==> src/uhis_pkg.sv <==
// Operation
// - Software clears any event flag by writing 1; writing 0 leaves it alone.
// - Root hub status or port status change sets the flag at bit 6.
// - Frame number counter overflow sets the flag at bit 5.
// - An unrecoverable system memory bus error sets the fatal flag at bit 4.
// - An isochronous status word not marked not-accessed also sets the fatal flag.
// - A downstream resume request sets the resume flag at bit 3.
// - Each issued start-of-frame token sets the flag at bit 2.
// - Each done-queue head update sets the done-list flag at bit 1.
// - A scheduling overrun sets the overrun flag at bit 0.
// - The ownership-change flag at bit 30 is never set.
// - Every scheduling overrun increments the two-bit counter, even with a pending flag.
// - A flag interrupts only with its enable bit and the master enable set.
package uhis_pkg;
	localparam int ADDR_W = 8;
	localparam int NUM_FLAGS = 7;

	// Register byte offsets.
	localparam logic [7:0] OFS_STATUS = 8'h00;
	localparam logic [7:0] OFS_ENABLE = 8'h04;
	localparam logic [7:0] OFS_DISABLE = 8'h08;
	localparam logic [7:0] OFS_OVR_COUNT = 8'h0C;

	// Field positions.
	localparam int BIT_OVERRUN = 0;
	localparam int BIT_DONE_LIST = 1;
	localparam int BIT_FRAME_START = 2;
	localparam int BIT_RESUME = 3;
	localparam int BIT_FATAL = 4;
	localparam int BIT_FRAME_OVF = 5;
	localparam int BIT_ROOT_HUB = 6;
	localparam int BIT_OWNER_CHANGE = 30;
	localparam int BIT_MASTER_EN = 31;
	localparam int OVR_CNT_LSB = 16;
	localparam int OVR_CNT_W = 2;

	// Values after reset.
	localparam logic [6:0] FLAGS_RST = 7'h00;
	localparam logic [6:0] ENABLE_RST = 7'h00;
	localparam logic MASTER_EN_RST = 1'h0;
	localparam logic [1:0] OVR_CNT_RST = 2'h0;
	localparam logic [31:0] PRDATA_RST = 32'h0000_0000;
endpackage

==> src/uhis_flag.sv <==
`timescale 1ns/10ps
`default_nettype none
// One sticky event flag; a set in the same cycle as a clear wins.
module uhis_flag (
	input wire logic pclk,
	input wire logic presetn,
	input wire logic pclk_en,
	input wire logic set_pulse,
	input wire logic clr_pulse,
	output logic flag_q
);
	import uhis_pkg::*;

	logic flag_d;

	assign flag_d = set_pulse | (flag_q & ~clr_pulse);

	always_ff @(posedge pclk or negedge presetn) begin
		if (!presetn) begin
			flag_q <= 1'h0;
		end else if (pclk_en) begin
			flag_q <= flag_d;
		end
	end
endmodule
`default_nettype wire

==> src/uhis_top.sv <==
`timescale 1ns/10ps
`default_nettype none
module uhis_top (
	input wire logic pclk,
	input wire logic presetn,
	input wire logic pclk_en,
	input wire logic psel,
	input wire logic penable,
	input wire logic pwrite,
	input wire logic [uhis_pkg::ADDR_W-1:0] paddr,
	input wire logic [31:0] pwdata,
	output logic [31:0] prdata,
	output logic pready,
	output logic pslverr,
	input wire logic evt_root_hub_change,
	input wire logic evt_frame_overflow,
	input wire logic evt_bus_error,
	input wire logic evt_iso_cc_bad,
	input wire logic evt_resume,
	input wire logic evt_frame_start,
	input wire logic evt_done_head,
	input wire logic evt_overrun,
	output logic irq
);
	import uhis_pkg::*;

	logic pready_q;
	logic pready_d;
	logic pslverr_q;
	logic [31:0] prdata_q;
	logic [31:0] prdata_d;
	logic irq_q;
	logic irq_d;
	logic [NUM_FLAGS-1:0] flags_q;
	logic [NUM_FLAGS-1:0] enable_q;
	logic [NUM_FLAGS-1:0] enable_d;
	logic master_en_q;
	logic master_en_d;
	logic [OVR_CNT_W-1:0] ovr_cnt_q;
	logic [OVR_CNT_W-1:0] ovr_cnt_d;

	// Request decode. The slave answers in the second access cycle, so every
	// transfer takes one setup and two access cycles.
	wire req_w = psel & penable & ~pready_q;
	wire done_w = psel & penable & pready_q;
	wire wr_done_w = done_w & pwrite;
	wire hit_status_w = (paddr == OFS_STATUS);
	wire hit_enable_w = (paddr == OFS_ENABLE);
	wire hit_disable_w = (paddr == OFS_DISABLE);
	wire hit_count_w = (paddr == OFS_OVR_COUNT);
	wire mapped_w = hit_status_w | hit_enable_w | hit_disable_w | hit_count_w;
	wire wr_status_w = wr_done_w & hit_status_w;
	wire wr_enable_w = wr_done_w & hit_enable_w;
	wire wr_disable_w = wr_done_w & hit_disable_w;

	// Event sources by flag position; the fatal flag takes two, bus error and bad isochronous status.
	wire [NUM_FLAGS-1:0] set_vec_w = {
		evt_root_hub_change,
		evt_frame_overflow,
		evt_bus_error | evt_iso_cc_bad,
		evt_resume,
		evt_frame_start,
		evt_done_head,
		evt_overrun
	};
	// Only bits 6..0 reach the flags; bit 31 and the reserved bits are dropped.
	wire [NUM_FLAGS-1:0] clr_vec_w = wr_status_w ? pwdata[NUM_FLAGS-1:0] :
		{NUM_FLAGS{1'h0}};

	genvar gi;
	generate
		for (gi = 0; gi < NUM_FLAGS; gi++) begin : g_flag
			uhis_flag u_flag (
				.pclk(pclk),
				.presetn(presetn),
				.pclk_en(pclk_en),
				.set_pulse(set_vec_w[gi]),
				.clr_pulse(clr_vec_w[gi]),
				.flag_q(flags_q[gi])
			);
		end
	endgenerate

	// Enable register is write-1-to-set; the disable offset clears its bits.
	assign enable_d = wr_enable_w ? (enable_q | pwdata[NUM_FLAGS-1:0]) :
		wr_disable_w ? (enable_q & ~pwdata[NUM_FLAGS-1:0]) : enable_q;
	assign master_en_d = wr_enable_w ? (master_en_q | pwdata[BIT_MASTER_EN]) :
		wr_disable_w ? (master_en_q & ~pwdata[BIT_MASTER_EN]) : master_en_q;

	// The counter wraps silently; software samples it to see lost overruns.
	assign ovr_cnt_d = evt_overrun ? ovr_cnt_q + 2'h1 : ovr_cnt_q;

	// Owner-change position is hard zero: no management interrupt exists.
	wire [31:0] status_rd_w = {1'h0, 1'h0, 23'h00_0000, flags_q};
	wire [31:0] enable_rd_w = {master_en_q, 1'h0, 23'h00_0000, enable_q};
	wire [31:0] count_rd_w = {14'h0000, ovr_cnt_q, 16'h0000};
	assign prdata_d = !pwrite && hit_status_w ? status_rd_w :
		!pwrite && hit_enable_w ? enable_rd_w :
		!pwrite && hit_count_w ? count_rd_w : 32'h0000_0000;
	assign pready_d = req_w;

	// The interrupt line is one cycle behind the flags it reflects.
	assign irq_d = master_en_q & (|(flags_q & enable_q));

	always_ff @(posedge pclk or negedge presetn) begin
		if (!presetn) begin
			pready_q <= 1'h0;
			pslverr_q <= 1'h0;
			prdata_q <= PRDATA_RST;
		end else if (pclk_en) begin
			pready_q <= pready_d;
			pslverr_q <= req_w & ~mapped_w;
			prdata_q <= req_w ? prdata_d : PRDATA_RST;
		end
	end

	always_ff @(posedge pclk or negedge presetn) begin
		if (!presetn) begin
			enable_q <= ENABLE_RST;
			master_en_q <= MASTER_EN_RST;
			ovr_cnt_q <= OVR_CNT_RST;
			irq_q <= 1'h0;
		end else if (pclk_en) begin
			enable_q <= enable_d;
			master_en_q <= master_en_d;
			ovr_cnt_q <= ovr_cnt_d;
			irq_q <= irq_d;
		end
	end

	assign prdata = prdata_q;
	assign pready = pready_q;
	assign pslverr = pslverr_q;
	assign irq = irq_q;

	// Helper terms read only by the checks below.
	wire [NUM_FLAGS-1:0] clr_only_w = clr_vec_w & ~set_vec_w;
	wire [NUM_FLAGS-1:0] kept_w = flags_q & ~clr_vec_w;
	wire rd_req_w = pclk_en & req_w & ~pwrite;
	wire [NUM_FLAGS-1:0] pw_flags_w = pwdata[NUM_FLAGS-1:0];

	property p_w1c_clear;
		@(posedge pclk) disable iff (!presetn)
		(pclk_en && wr_status_w) |=> ((flags_q & $past(clr_only_w)) == 7'h00);
	endproperty
	a_w1c_clear: assert property (p_w1c_clear) else $error("Flag survived a clear.");

	property p_write_zero_keeps;
		@(posedge pclk) disable iff (!presetn)
		pclk_en |=> (($past(kept_w) & ~flags_q) == 7'h00);
	endproperty
	a_write_zero_keeps: assert property (p_write_zero_keeps) else $error("Flag lost.");

	property p_root_hub;
		@(posedge pclk) disable iff (!presetn)
		(pclk_en && evt_root_hub_change) |=> flags_q[BIT_ROOT_HUB];
	endproperty
	a_root_hub: assert property (p_root_hub) else $error("Root hub flag not set.");

	property p_frame_ovf;
		@(posedge pclk) disable iff (!presetn)
		(pclk_en && evt_frame_overflow) |=> flags_q[BIT_FRAME_OVF];
	endproperty
	a_frame_ovf: assert property (p_frame_ovf) else $error("Overflow flag not set.");

	property p_bus_error;
		@(posedge pclk) disable iff (!presetn)
		(pclk_en && evt_bus_error) |=> flags_q[BIT_FATAL];
	endproperty
	a_bus_error: assert property (p_bus_error) else $error("Fatal flag missed.");

	property p_iso_cc;
		@(posedge pclk) disable iff (!presetn)
		(pclk_en && evt_iso_cc_bad) |=> flags_q[BIT_FATAL];
	endproperty
	a_iso_cc: assert property (p_iso_cc) else $error("Fatal flag missed.");

	property p_resume;
		@(posedge pclk) disable iff (!presetn)
		(pclk_en && evt_resume) |=> flags_q[BIT_RESUME];
	endproperty
	a_resume: assert property (p_resume) else $error("Resume flag not set.");

	property p_frame_start;
		@(posedge pclk) disable iff (!presetn)
		(pclk_en && evt_frame_start) |=> flags_q[BIT_FRAME_START];
	endproperty
	a_frame_start: assert property (p_frame_start) else $error("Frame start not set.");

	property p_done_head;
		@(posedge pclk) disable iff (!presetn)
		(pclk_en && evt_done_head) |=> flags_q[BIT_DONE_LIST];
	endproperty
	a_done_head: assert property (p_done_head) else $error("Done list flag not set.");

	property p_overrun;
		@(posedge pclk) disable iff (!presetn)
		(pclk_en && evt_overrun) |=> flags_q[BIT_OVERRUN];
	endproperty
	a_overrun: assert property (p_overrun) else $error("Overrun flag not set.");

	property p_owner_zero;
		@(posedge pclk) disable iff (!presetn)
		(pready_q && $past(hit_status_w)) |-> !prdata_q[BIT_OWNER_CHANGE];
	endproperty
	a_owner_zero: assert property (p_owner_zero) else $error("Owner change bit set.");

	property p_ovr_count;
		@(posedge pclk) disable iff (!presetn)
		(pclk_en && evt_overrun) |=> (ovr_cnt_q == 2'($past(ovr_cnt_q) + 2'h1));
	endproperty
	a_ovr_count: assert property (p_ovr_count) else $error("Counter did not step.");

	property p_irq_gate;
		@(posedge pclk) disable iff (!presetn)
		pclk_en |=> (irq == ($past(master_en_q) && (|($past(flags_q) & $past(enable_q)))));
	endproperty
	a_irq_gate: assert property (p_irq_gate) else $error("Interrupt gating wrong.");

	property p_answer_time;
		@(posedge pclk) disable iff (!presetn)
		(pclk_en && req_w) |=> pready;
	endproperty
	a_answer_time: assert property (p_answer_time) else $error("Slave did not answer in time.");

	property p_set_wins;
		@(posedge pclk) disable iff (!presetn)
		pclk_en |=> ((flags_q & $past(set_vec_w)) == $past(set_vec_w));
	endproperty
	a_set_wins: assert property (p_set_wins) else $error("Event lost to a clear.");

	property p_no_spurious;
		@(posedge pclk) disable iff (!presetn)
		pclk_en |=> ((flags_q & ~$past(flags_q) & ~$past(set_vec_w)) == 7'h00);
	endproperty
	a_no_spurious: assert property (p_no_spurious) else $error("Flag rose unasked.");

	// Read data is judged at the edge that ends the second access cycle, where pready stands.
	property p_status_data;
		@(posedge pclk) disable iff (!presetn)
		$past(rd_req_w && hit_status_w) |-> (prdata_q[NUM_FLAGS-1:0] == $past(flags_q));
	endproperty
	a_status_data: assert property (p_status_data) else $error("Status data wrong.");

	property p_status_resv;
		@(posedge pclk) disable iff (!presetn)
		$past(rd_req_w && hit_status_w) |-> (prdata_q[31:NUM_FLAGS] == 25'h000_0000);
	endproperty
	a_status_resv: assert property (p_status_resv) else $error("Reserved bit set.");

	property p_owner_never;
		@(posedge pclk) disable iff (!presetn)
		!prdata_q[BIT_OWNER_CHANGE];
	endproperty
	a_owner_never: assert property (p_owner_never) else $error("Owner change bit set.");

	property p_enable_data;
		@(posedge pclk) disable iff (!presetn)
		$past(rd_req_w && hit_enable_w) |->
			(prdata_q == {$past(master_en_q), 1'h0, 23'h00_0000, $past(enable_q)});
	endproperty
	a_enable_data: assert property (p_enable_data) else $error("Enable data wrong.");

	property p_disable_data;
		@(posedge pclk) disable iff (!presetn)
		$past(rd_req_w && hit_disable_w) |-> (prdata_q == 32'h0000_0000);
	endproperty
	a_disable_data: assert property (p_disable_data) else $error("Disable data set.");

	property p_count_data;
		@(posedge pclk) disable iff (!presetn)
		$past(rd_req_w && hit_count_w) |-> (prdata_q[OVR_CNT_LSB +: OVR_CNT_W] == $past(ovr_cnt_q));
	endproperty
	a_count_data: assert property (p_count_data) else $error("Count data wrong.");

	property p_unmapped;
		@(posedge pclk) disable iff (!presetn)
		$past(pclk_en && req_w && !mapped_w) |-> (pslverr && (prdata_q == 32'h0000_0000));
	endproperty
	a_unmapped: assert property (p_unmapped) else $error("Unmapped access not refused.");

	property p_enable_set;
		@(posedge pclk) disable iff (!presetn)
		(pclk_en && wr_enable_w) |=> ((enable_q & $past(pw_flags_w)) == $past(pw_flags_w));
	endproperty
	a_enable_set: assert property (p_enable_set) else $error("Enable not set.");

	property p_disable_clr;
		@(posedge pclk) disable iff (!presetn)
		(pclk_en && wr_disable_w) |=> ((enable_q & $past(pw_flags_w)) == 7'h00);
	endproperty
	a_disable_clr: assert property (p_disable_clr) else $error("Enable not cleared.");

	property p_master_set;
		@(posedge pclk) disable iff (!presetn)
		(pclk_en && wr_enable_w && pwdata[BIT_MASTER_EN]) |=> master_en_q;
	endproperty
	a_master_set: assert property (p_master_set) else $error("Master not set.");

	property p_master_clr;
		@(posedge pclk) disable iff (!presetn)
		(pclk_en && wr_disable_w && pwdata[BIT_MASTER_EN]) |=> !master_en_q;
	endproperty
	a_master_clr: assert property (p_master_clr) else $error("Master not cleared.");

	property p_enable_hold;
		@(posedge pclk) disable iff (!presetn)
		(pclk_en && !wr_enable_w && !wr_disable_w) |=> ($stable(enable_q) && $stable(master_en_q));
	endproperty
	a_enable_hold: assert property (p_enable_hold) else $error("Enable moved.");

	property p_count_hold;
		@(posedge pclk) disable iff (!presetn)
		(pclk_en && !evt_overrun) |=> $stable(ovr_cnt_q);
	endproperty
	a_count_hold: assert property (p_count_hold) else $error("Counter moved.");

	property p_ready_pulse;
		@(posedge pclk) disable iff (!presetn)
		(pclk_en && pready) |=> !pready;
	endproperty
	a_ready_pulse: assert property (p_ready_pulse) else $error("Ready stood too long.");

	property p_idle_quiet;
		@(posedge pclk) disable iff (!presetn)
		!pready |-> ((prdata == 32'h0000_0000) && !pslverr);
	endproperty
	a_idle_quiet: assert property (p_idle_quiet) else $error("Bus outputs not idle.");

	property p_ready_cause;
		@(posedge pclk) disable iff (!presetn)
		(pready && $past(pclk_en)) |-> $past(req_w);
	endproperty
	a_ready_cause: assert property (p_ready_cause) else $error("Ready without a request.");

	property p_freeze;
		@(posedge pclk) disable iff (!presetn)
		!pclk_en |=> ($stable(flags_q) && $stable(ovr_cnt_q) && $stable(irq) && $stable(pready));
	endproperty
	a_freeze: assert property (p_freeze) else $error("State moved while frozen.");

	c_irq_rise: cover property (@(posedge pclk) disable iff (!presetn) $rose(irq));
	c_set_beats_clear: cover property (@(posedge pclk) disable iff (!presetn)
		pclk_en && wr_status_w && |(clr_vec_w & set_vec_w));
	c_count_wrap: cover property (@(posedge pclk) disable iff (!presetn)
		pclk_en && evt_overrun && ovr_cnt_q == 2'h3);
	c_unmapped: cover property (@(posedge pclk) disable iff (!presetn) pslverr && pready);
	c_freeze: cover property (@(posedge pclk) disable iff (!presetn) !pclk_en && evt_resume);
endmodule
`default_nettype wire

==> config.mk <==
export PLATFORM = sky130hd
export DESIGN_NAME = uhis_top
export DESIGN_NICKNAME = d
export VERILOG_FILES = /design/src/uhis_pkg.sv /design/src/uhis_flag.sv /design/src/uhis_top.sv
export SDC_FILE = /design/constraint.sdc
export NUM_CORES = 1
export LEC_CHECK = 0
export ABC_AREA = 1
export BUFFER_PORTS_ARGS = -buffer_cell sky130_fd_sc_hd__buf_4
export CAP_MARGIN = 20
export CORE_MARGIN = 5
export CORE_UTILIZATION = 46
export DETAILED_ROUTE_END_ITERATION = 10
export PLACE_DENSITY = 0.8
export SETUP_SLACK_MARGIN = 0.3
export SLEW_MARGIN = 20
export SYNTH_ARGS = -nofsm -noshare
export SYNTH_HDL_FRONTEND = slang
export SYNTH_SLANG_ARGS = --single-unit
==> constraint.sdc <==
create_clock -name pclk -period 1.35 [get_ports pclk]
set_clock_uncertainty 0.1 [all_clocks]
set_input_delay 0 -clock pclk [delete_from_list [all_inputs] [get_ports pclk]]
set_output_delay 0 -clock pclk [all_outputs]
set_load 0.01 [all_outputs]
After elaboration in Yosys (flattened, before gate mapping)
Index checks and enable logic that the tools add are counted.
{ "classes": {"addsub": 1, "n_eq_ne": 3, "muxes": 9, "n_bitwise": 43, "reduce_logical": 9} }
{ "ops": {"columns": ["operator", "count"], "rows": [
  ["32-bit 2-to-1 mux", 3],
  ["7-bit 2-to-1 mux", 3],
  ["18-bit 2-to-1 mux", 1],
  ["1-bit AND", 17],
  ["8-bit by 4-bit == test with 1-bit output (second input constant)", 2],
  ["7-bit AND", 2],
  ["1-bit OR", 12],
  ["1-bit NOT", 10],
  ["8-bit by 3-bit == test with 1-bit output (second input constant)", 1],
  ["8-bit logical NOT", 1],
  ["7-bit NOT", 1],
  ["7-bit OR", 1],
  ["7-bit OR reduction", 1],
  ["2-bit AND reduction", 2],
  ["1-bit logical AND", 3],
  ["2-bit by 1-bit adder with 2-bit output (second input constant)", 1],
  ["1-bit 2-to-1 mux", 2],
  ["2-bit nonzero test", 1],
  ["1-bit logical NOT", 1]
]} }
{ "word_totals": {"regBits": 52, "in_bits": 54, "output_inout_bits": 35, "elab_cells": 79} }

Depth between registers and ports, before layout
{ "depth": {"depth_word": 8, "mapped_depth": 9, "mapped_depth_nobuf": 8} }

Cells and area by module
A second synthesis with hierarchy kept.
{ "hier_totals": {"cells_unflattened": 253, "area_unflattened_um2": 1816.7} }
{ "by_module_without_submodules": {"columns": ["mod", "instances", "cells_each", "area_each_um2", "seq_area_each_um2"], "rows": [
  ["uhis_top", 1, 218, 1536.5, 575.6],
  ["uhis_flag", 7, 5, 40.0, 25.0]
]} }

Worst setup path before layout
Ideal clock, no wire load.
{ "synth_path": {"path_type": "register -> register", "start": "register pready_q, in the netlist pready", "end": "register (tool-made name)", "setup_time_ns": 0.113, "arrival_time_ns": 1.075, "required_time_ns": 1.137, "path_slack_ns": 0.062, "stages_incl_launch_ff": 9, "path_buffers": 1, "period_less_slack_ns": 1.288, "path_cell_list": "dfrtp_1 nand2_1 inv_2 nand2_4 nor2_8 buf_6 nand4_1 nand2_1 inv_1"} }
{ "synth_rtl": {"columns": ["element", "line", "source"], "rows": [
  ["start, declared", "uhis_top.sv:27", "logic pready_q;"],
  ["start signal, assigned", "uhis_top.sv:111", "pready_q <= pready_d;"]
]} }

==> parameters.txt <==
Parameter                              Value

Synth
  Part of the Yosys area used for sequential elements ... 41.0%
  Mean instance size in the synthesized netlist ... around 7.6 um2
  Number of synthesized flops with an enable pin ... 0
  Yosys warns ... 0
  Gate count of the mapped netlist ... 241
  Post-synthesis instance area ... around 1800 um2
  Cell taking the most area after synthesis ... sky130_fd_sc_hd__dfrtp_1
  Dominant cell by count in the synthesized netlist ... sky130_fd_sc_hd__nand2_1
  Yosys top cell area share ... 41.0%
  Cell types with the largest area share after synthesis ... sky130_fd_sc_hd__dfrtp_1 (41%), sky130_fd_sc_hd__nand2_1 (18%), sky130_fd_sc_hd__buf_4 (9.4%), sky130_fd_sc_hd__nand3_1 (6.8%), sky130_fd_sc_hd__inv_1 (4.7%)
  Most used DFF post-synth ... sky130_fd_sc_hd__dfrtp_1
  Synth Register Bits ... 30
  Fraction of synthesis flops using an asynchronous set or reset pin ... 100%
  Post-synthesis cell type count ... 21
  Top cells by count, synth ... sky130_fd_sc_hd__nand2_1 (87), sky130_fd_sc_hd__dfrtp_1 (30), sky130_fd_sc_hd__nand3_1 (25), sky130_fd_sc_hd__buf_4 (23), sky130_fd_sc_hd__inv_1 (23)

Floorplan
  Core box area ... 3910 um2
  Number of top-level pins ... between 80 and 90
  Height of the die ... about 73 um
  Floorplan row count ... 23
  DIE AREA ... 5340 um2
  DIE WIDTH ... roughly 73 um
  Initial Util ... 46.7%

STA
  Count of final max-slew check failures ... 0
  Fin crit period ... 1280 ps
  Number of setup violations in the final report ... 0
  Unrepaired setup endpoints after global routing ... true
  Final Hold Viols ... 0
  Final total negative setup slack ... 0 ps
  Final WS setup ... 74.4 ps
  Final worst-path cycle share ... a little over nine tenths
  Max frequency ... 0.784 GHz

Pwr
  Leak pwr ... 1.33 nW
  Power density relative to cell area ... 838 nW/um2
  IR Drop Worst-Case VDD ... slightly below 0.0007 V

CTS
  CTS max path bufs ... 2
  CTS tree ... yes
  Total number of H-tree levels ... 2
  Clock buffers created by TritonCTS ... 5
  CTS Sinks ... 30
  Buffer cell driving the clock tree root ... sky130_fd_sc_hd__clkbuf_8
  Skew-Pair Late Insertion Delay ... 280 ps
  Clock transition at the register clock pins on the worst setup and hold paths after CTS ... 60 ps

Cells and area
  Sequential cell area in the final layout ... 752 um2
  Ant diodes ... 0
  Post-route core utilization ... 62.8%
  Layout Cells excl Fill ... between 300 and 400
  Final cell area excluding filler cells ... 2460 um2
  Synth-to-Final Area Change ... 34.3%
  Area of combinational cells with multiple inputs ... just under 900 um2
  Filler cell count in the final layout ... roughly 350
  Count of nets after finishing ... 361
  Layout cells sized above 1 ... 25.6%

Setup path
  Number of logic stages on the critical path including buffering ... 7
  Worst reg2reg startpoint ... pready
  CP endpoint kind ... flop
  Nature of the critical path startpoint ... flop
  Crit path max-delay family ... simple AND/OR/NAND/NOR gates
  Arrival time worst endpoint ... 1360 ps
  Type of the worst setup path ... reg -> reg
  Biggest cell delay along the critical path ... about 400 ps
  Register-to-Register Path Depth ... 7
  Cell-by-cell listing of the critical path ... nand2_2 > inv_2 > nand2_4 > nor2_4 > nand4_1 > nand2_1 > inv_1
  Worst setup slack for register-to-register paths ... between 70 and 80 ps
  Worst Path Required ... 1430 ps
  CP Max Fanout ... 8
  Crit path buffers/inverters ... 2
  Slowest cell on the critical path ... sky130_fd_sc_hd__dfrtp_2
  Startpoint of the most critical setup path ... pready

Route
  Total number of vias ... 1,669
  Met1 layer wirelength in the final routing ... 1790 um
  Remaining routing DRC violations ... 0
  Total length of routed wires ... 4420 um
  Starting DRC count in detailed routing ... 94
  Total length of routed met3 wires ... 318 um
  Remaining antenna violation count after routing ... 0
  Average wire length per cell after detail routing ... 12.3 um
  Highest routing layer actually used ... met4
  First-pass DRT Iterations ... 4
  Vias per cell ... 4.66
  Detail Route met2 WL ... 2250 um

Placement
  Pre-CTS WS ... roughly 90 ps
  Final HPWL from detailed placement ... 2880 um
  Placed cell count ... 328
  Cell area after placement ... 2090 um2
  Input/output buffers ... 42
  Final weighted congestion of routability-driven global placement ... 0.794

Global route
  Vias in the first global route ... 1,667
  Wire length of the first global-routing pass ... 7670 um
  Largest net degree at the start of global routing ... 31
  Residual overflow from global routing ... 0
  Overall track demand over capacity in global routing ... around 18%
  Antenna violations before repair ... 0

Status
  Outcome ... finished clean

Flow run
  Max-capacitance violation count ... 0

Worst hold path
  HP Class ... in -> reg
## placed cells by master (no fill, tap or decap), drive strengths merged
| master | count |
|---|---|
| clkinv | 2 |
| o21ai | 13 |
| inv | 25 |
| xnor2 | 2 |
| nor3 | 1 |
| dlygate4sd3 | 19 |
| nand3 | 25 |
| nor2 | 12 |
| conb | 22 |
| dlymetal6s4s | 1 |
| nand4 | 12 |
| clkbuf | 7 |
| dfrtp | 30 |
| buf | 45 |
| nand2 | 92 |
## what timing repair did
item                                    in CTS  in global routing
hold buffers                                20                  0
buffers inserted                             1                  0
endpoints found under the setup margin      25                 31
pin swaps                                   16                  5
resized for setup                            9                  5
hold endpoints to repair                    47                  0
cloned                                       1                  0
## where the power goes
part	internal [mW]	total, mW	switching, mW
clock network	0.411	0.752	0.342
registers	0.939	0.973	0.0332
logic	0.163	0.335	0.172
## metal layers
metal / GRT usage (%) / vias to the layer above
met5: 0 / -
met4: 5.94 / 0
met3: 5.23 / 7
met2: 31.6 / 54
met1: 22.3 / 761
li1: - / 847
## metrics by stage
stage / power, mW / hold slack, ps
after global routing: 2.15 / 29.0
after floorplan: 1.17 / -396
final: 2.06 / 2.49
after CTS: 2.06 / 16.0
after global placement: 1.25 / -153
after detailed placement: 1.26 / -153
## worst min-delay path by stage
| stage | to | slack [ps] | depth (start not counted) | startpoint |
|---|---|---|---|---|
| after global placement | async pin | -150 | 1 | presetn |
| after floorplan | async pin | -400 | 0 | presetn |
| after detailed placement | g_flag[3].u_flag.flag_q | -150 | 1 | presetn |
| after CTS | pslverr | 20 | 5 | paddr[0] |
| final | pslverr | 2 | 5 | paddr[0] |
| after global routing | pready | 30 | 5 | pclk_en |
## worst register-to-register path: cells and delay by family (launching register included)
kind / cells / cell delay (ps)
flip-flops: 1 / 400
AND/OR/NAND/NOR: 5 / 570
buffers and inverters: 2 / 100
## layout make-up
class / count / area share, %
Clock buffer: 7 / 3.51
Tap cell: 50 / 2.55
Clock inverter: 1 / 0.204
Sequential cell: 30 / 30.6
Multi-Input combinational cell: 179 / 36.4
Timing Repair Buffer: 65 / 22.8
Inverter: 26 / 3.97
## cells by family after synthesis
| logic type | after synthesis | synth area share (%) |
|---|---|---|
| AO/OA/AOI/OAI | 13 | 3.56 |
| XOR/XNOR | 2 | 0.958 |
| buffers and inverters | 54 | 16.7 |
| flip-flops | 30 | 41.0 |
| other | 1 | 0.205 |
| AND/OR/NAND/NOR | 141 | 37.6 |
Power figures use the tool's default switching activity.
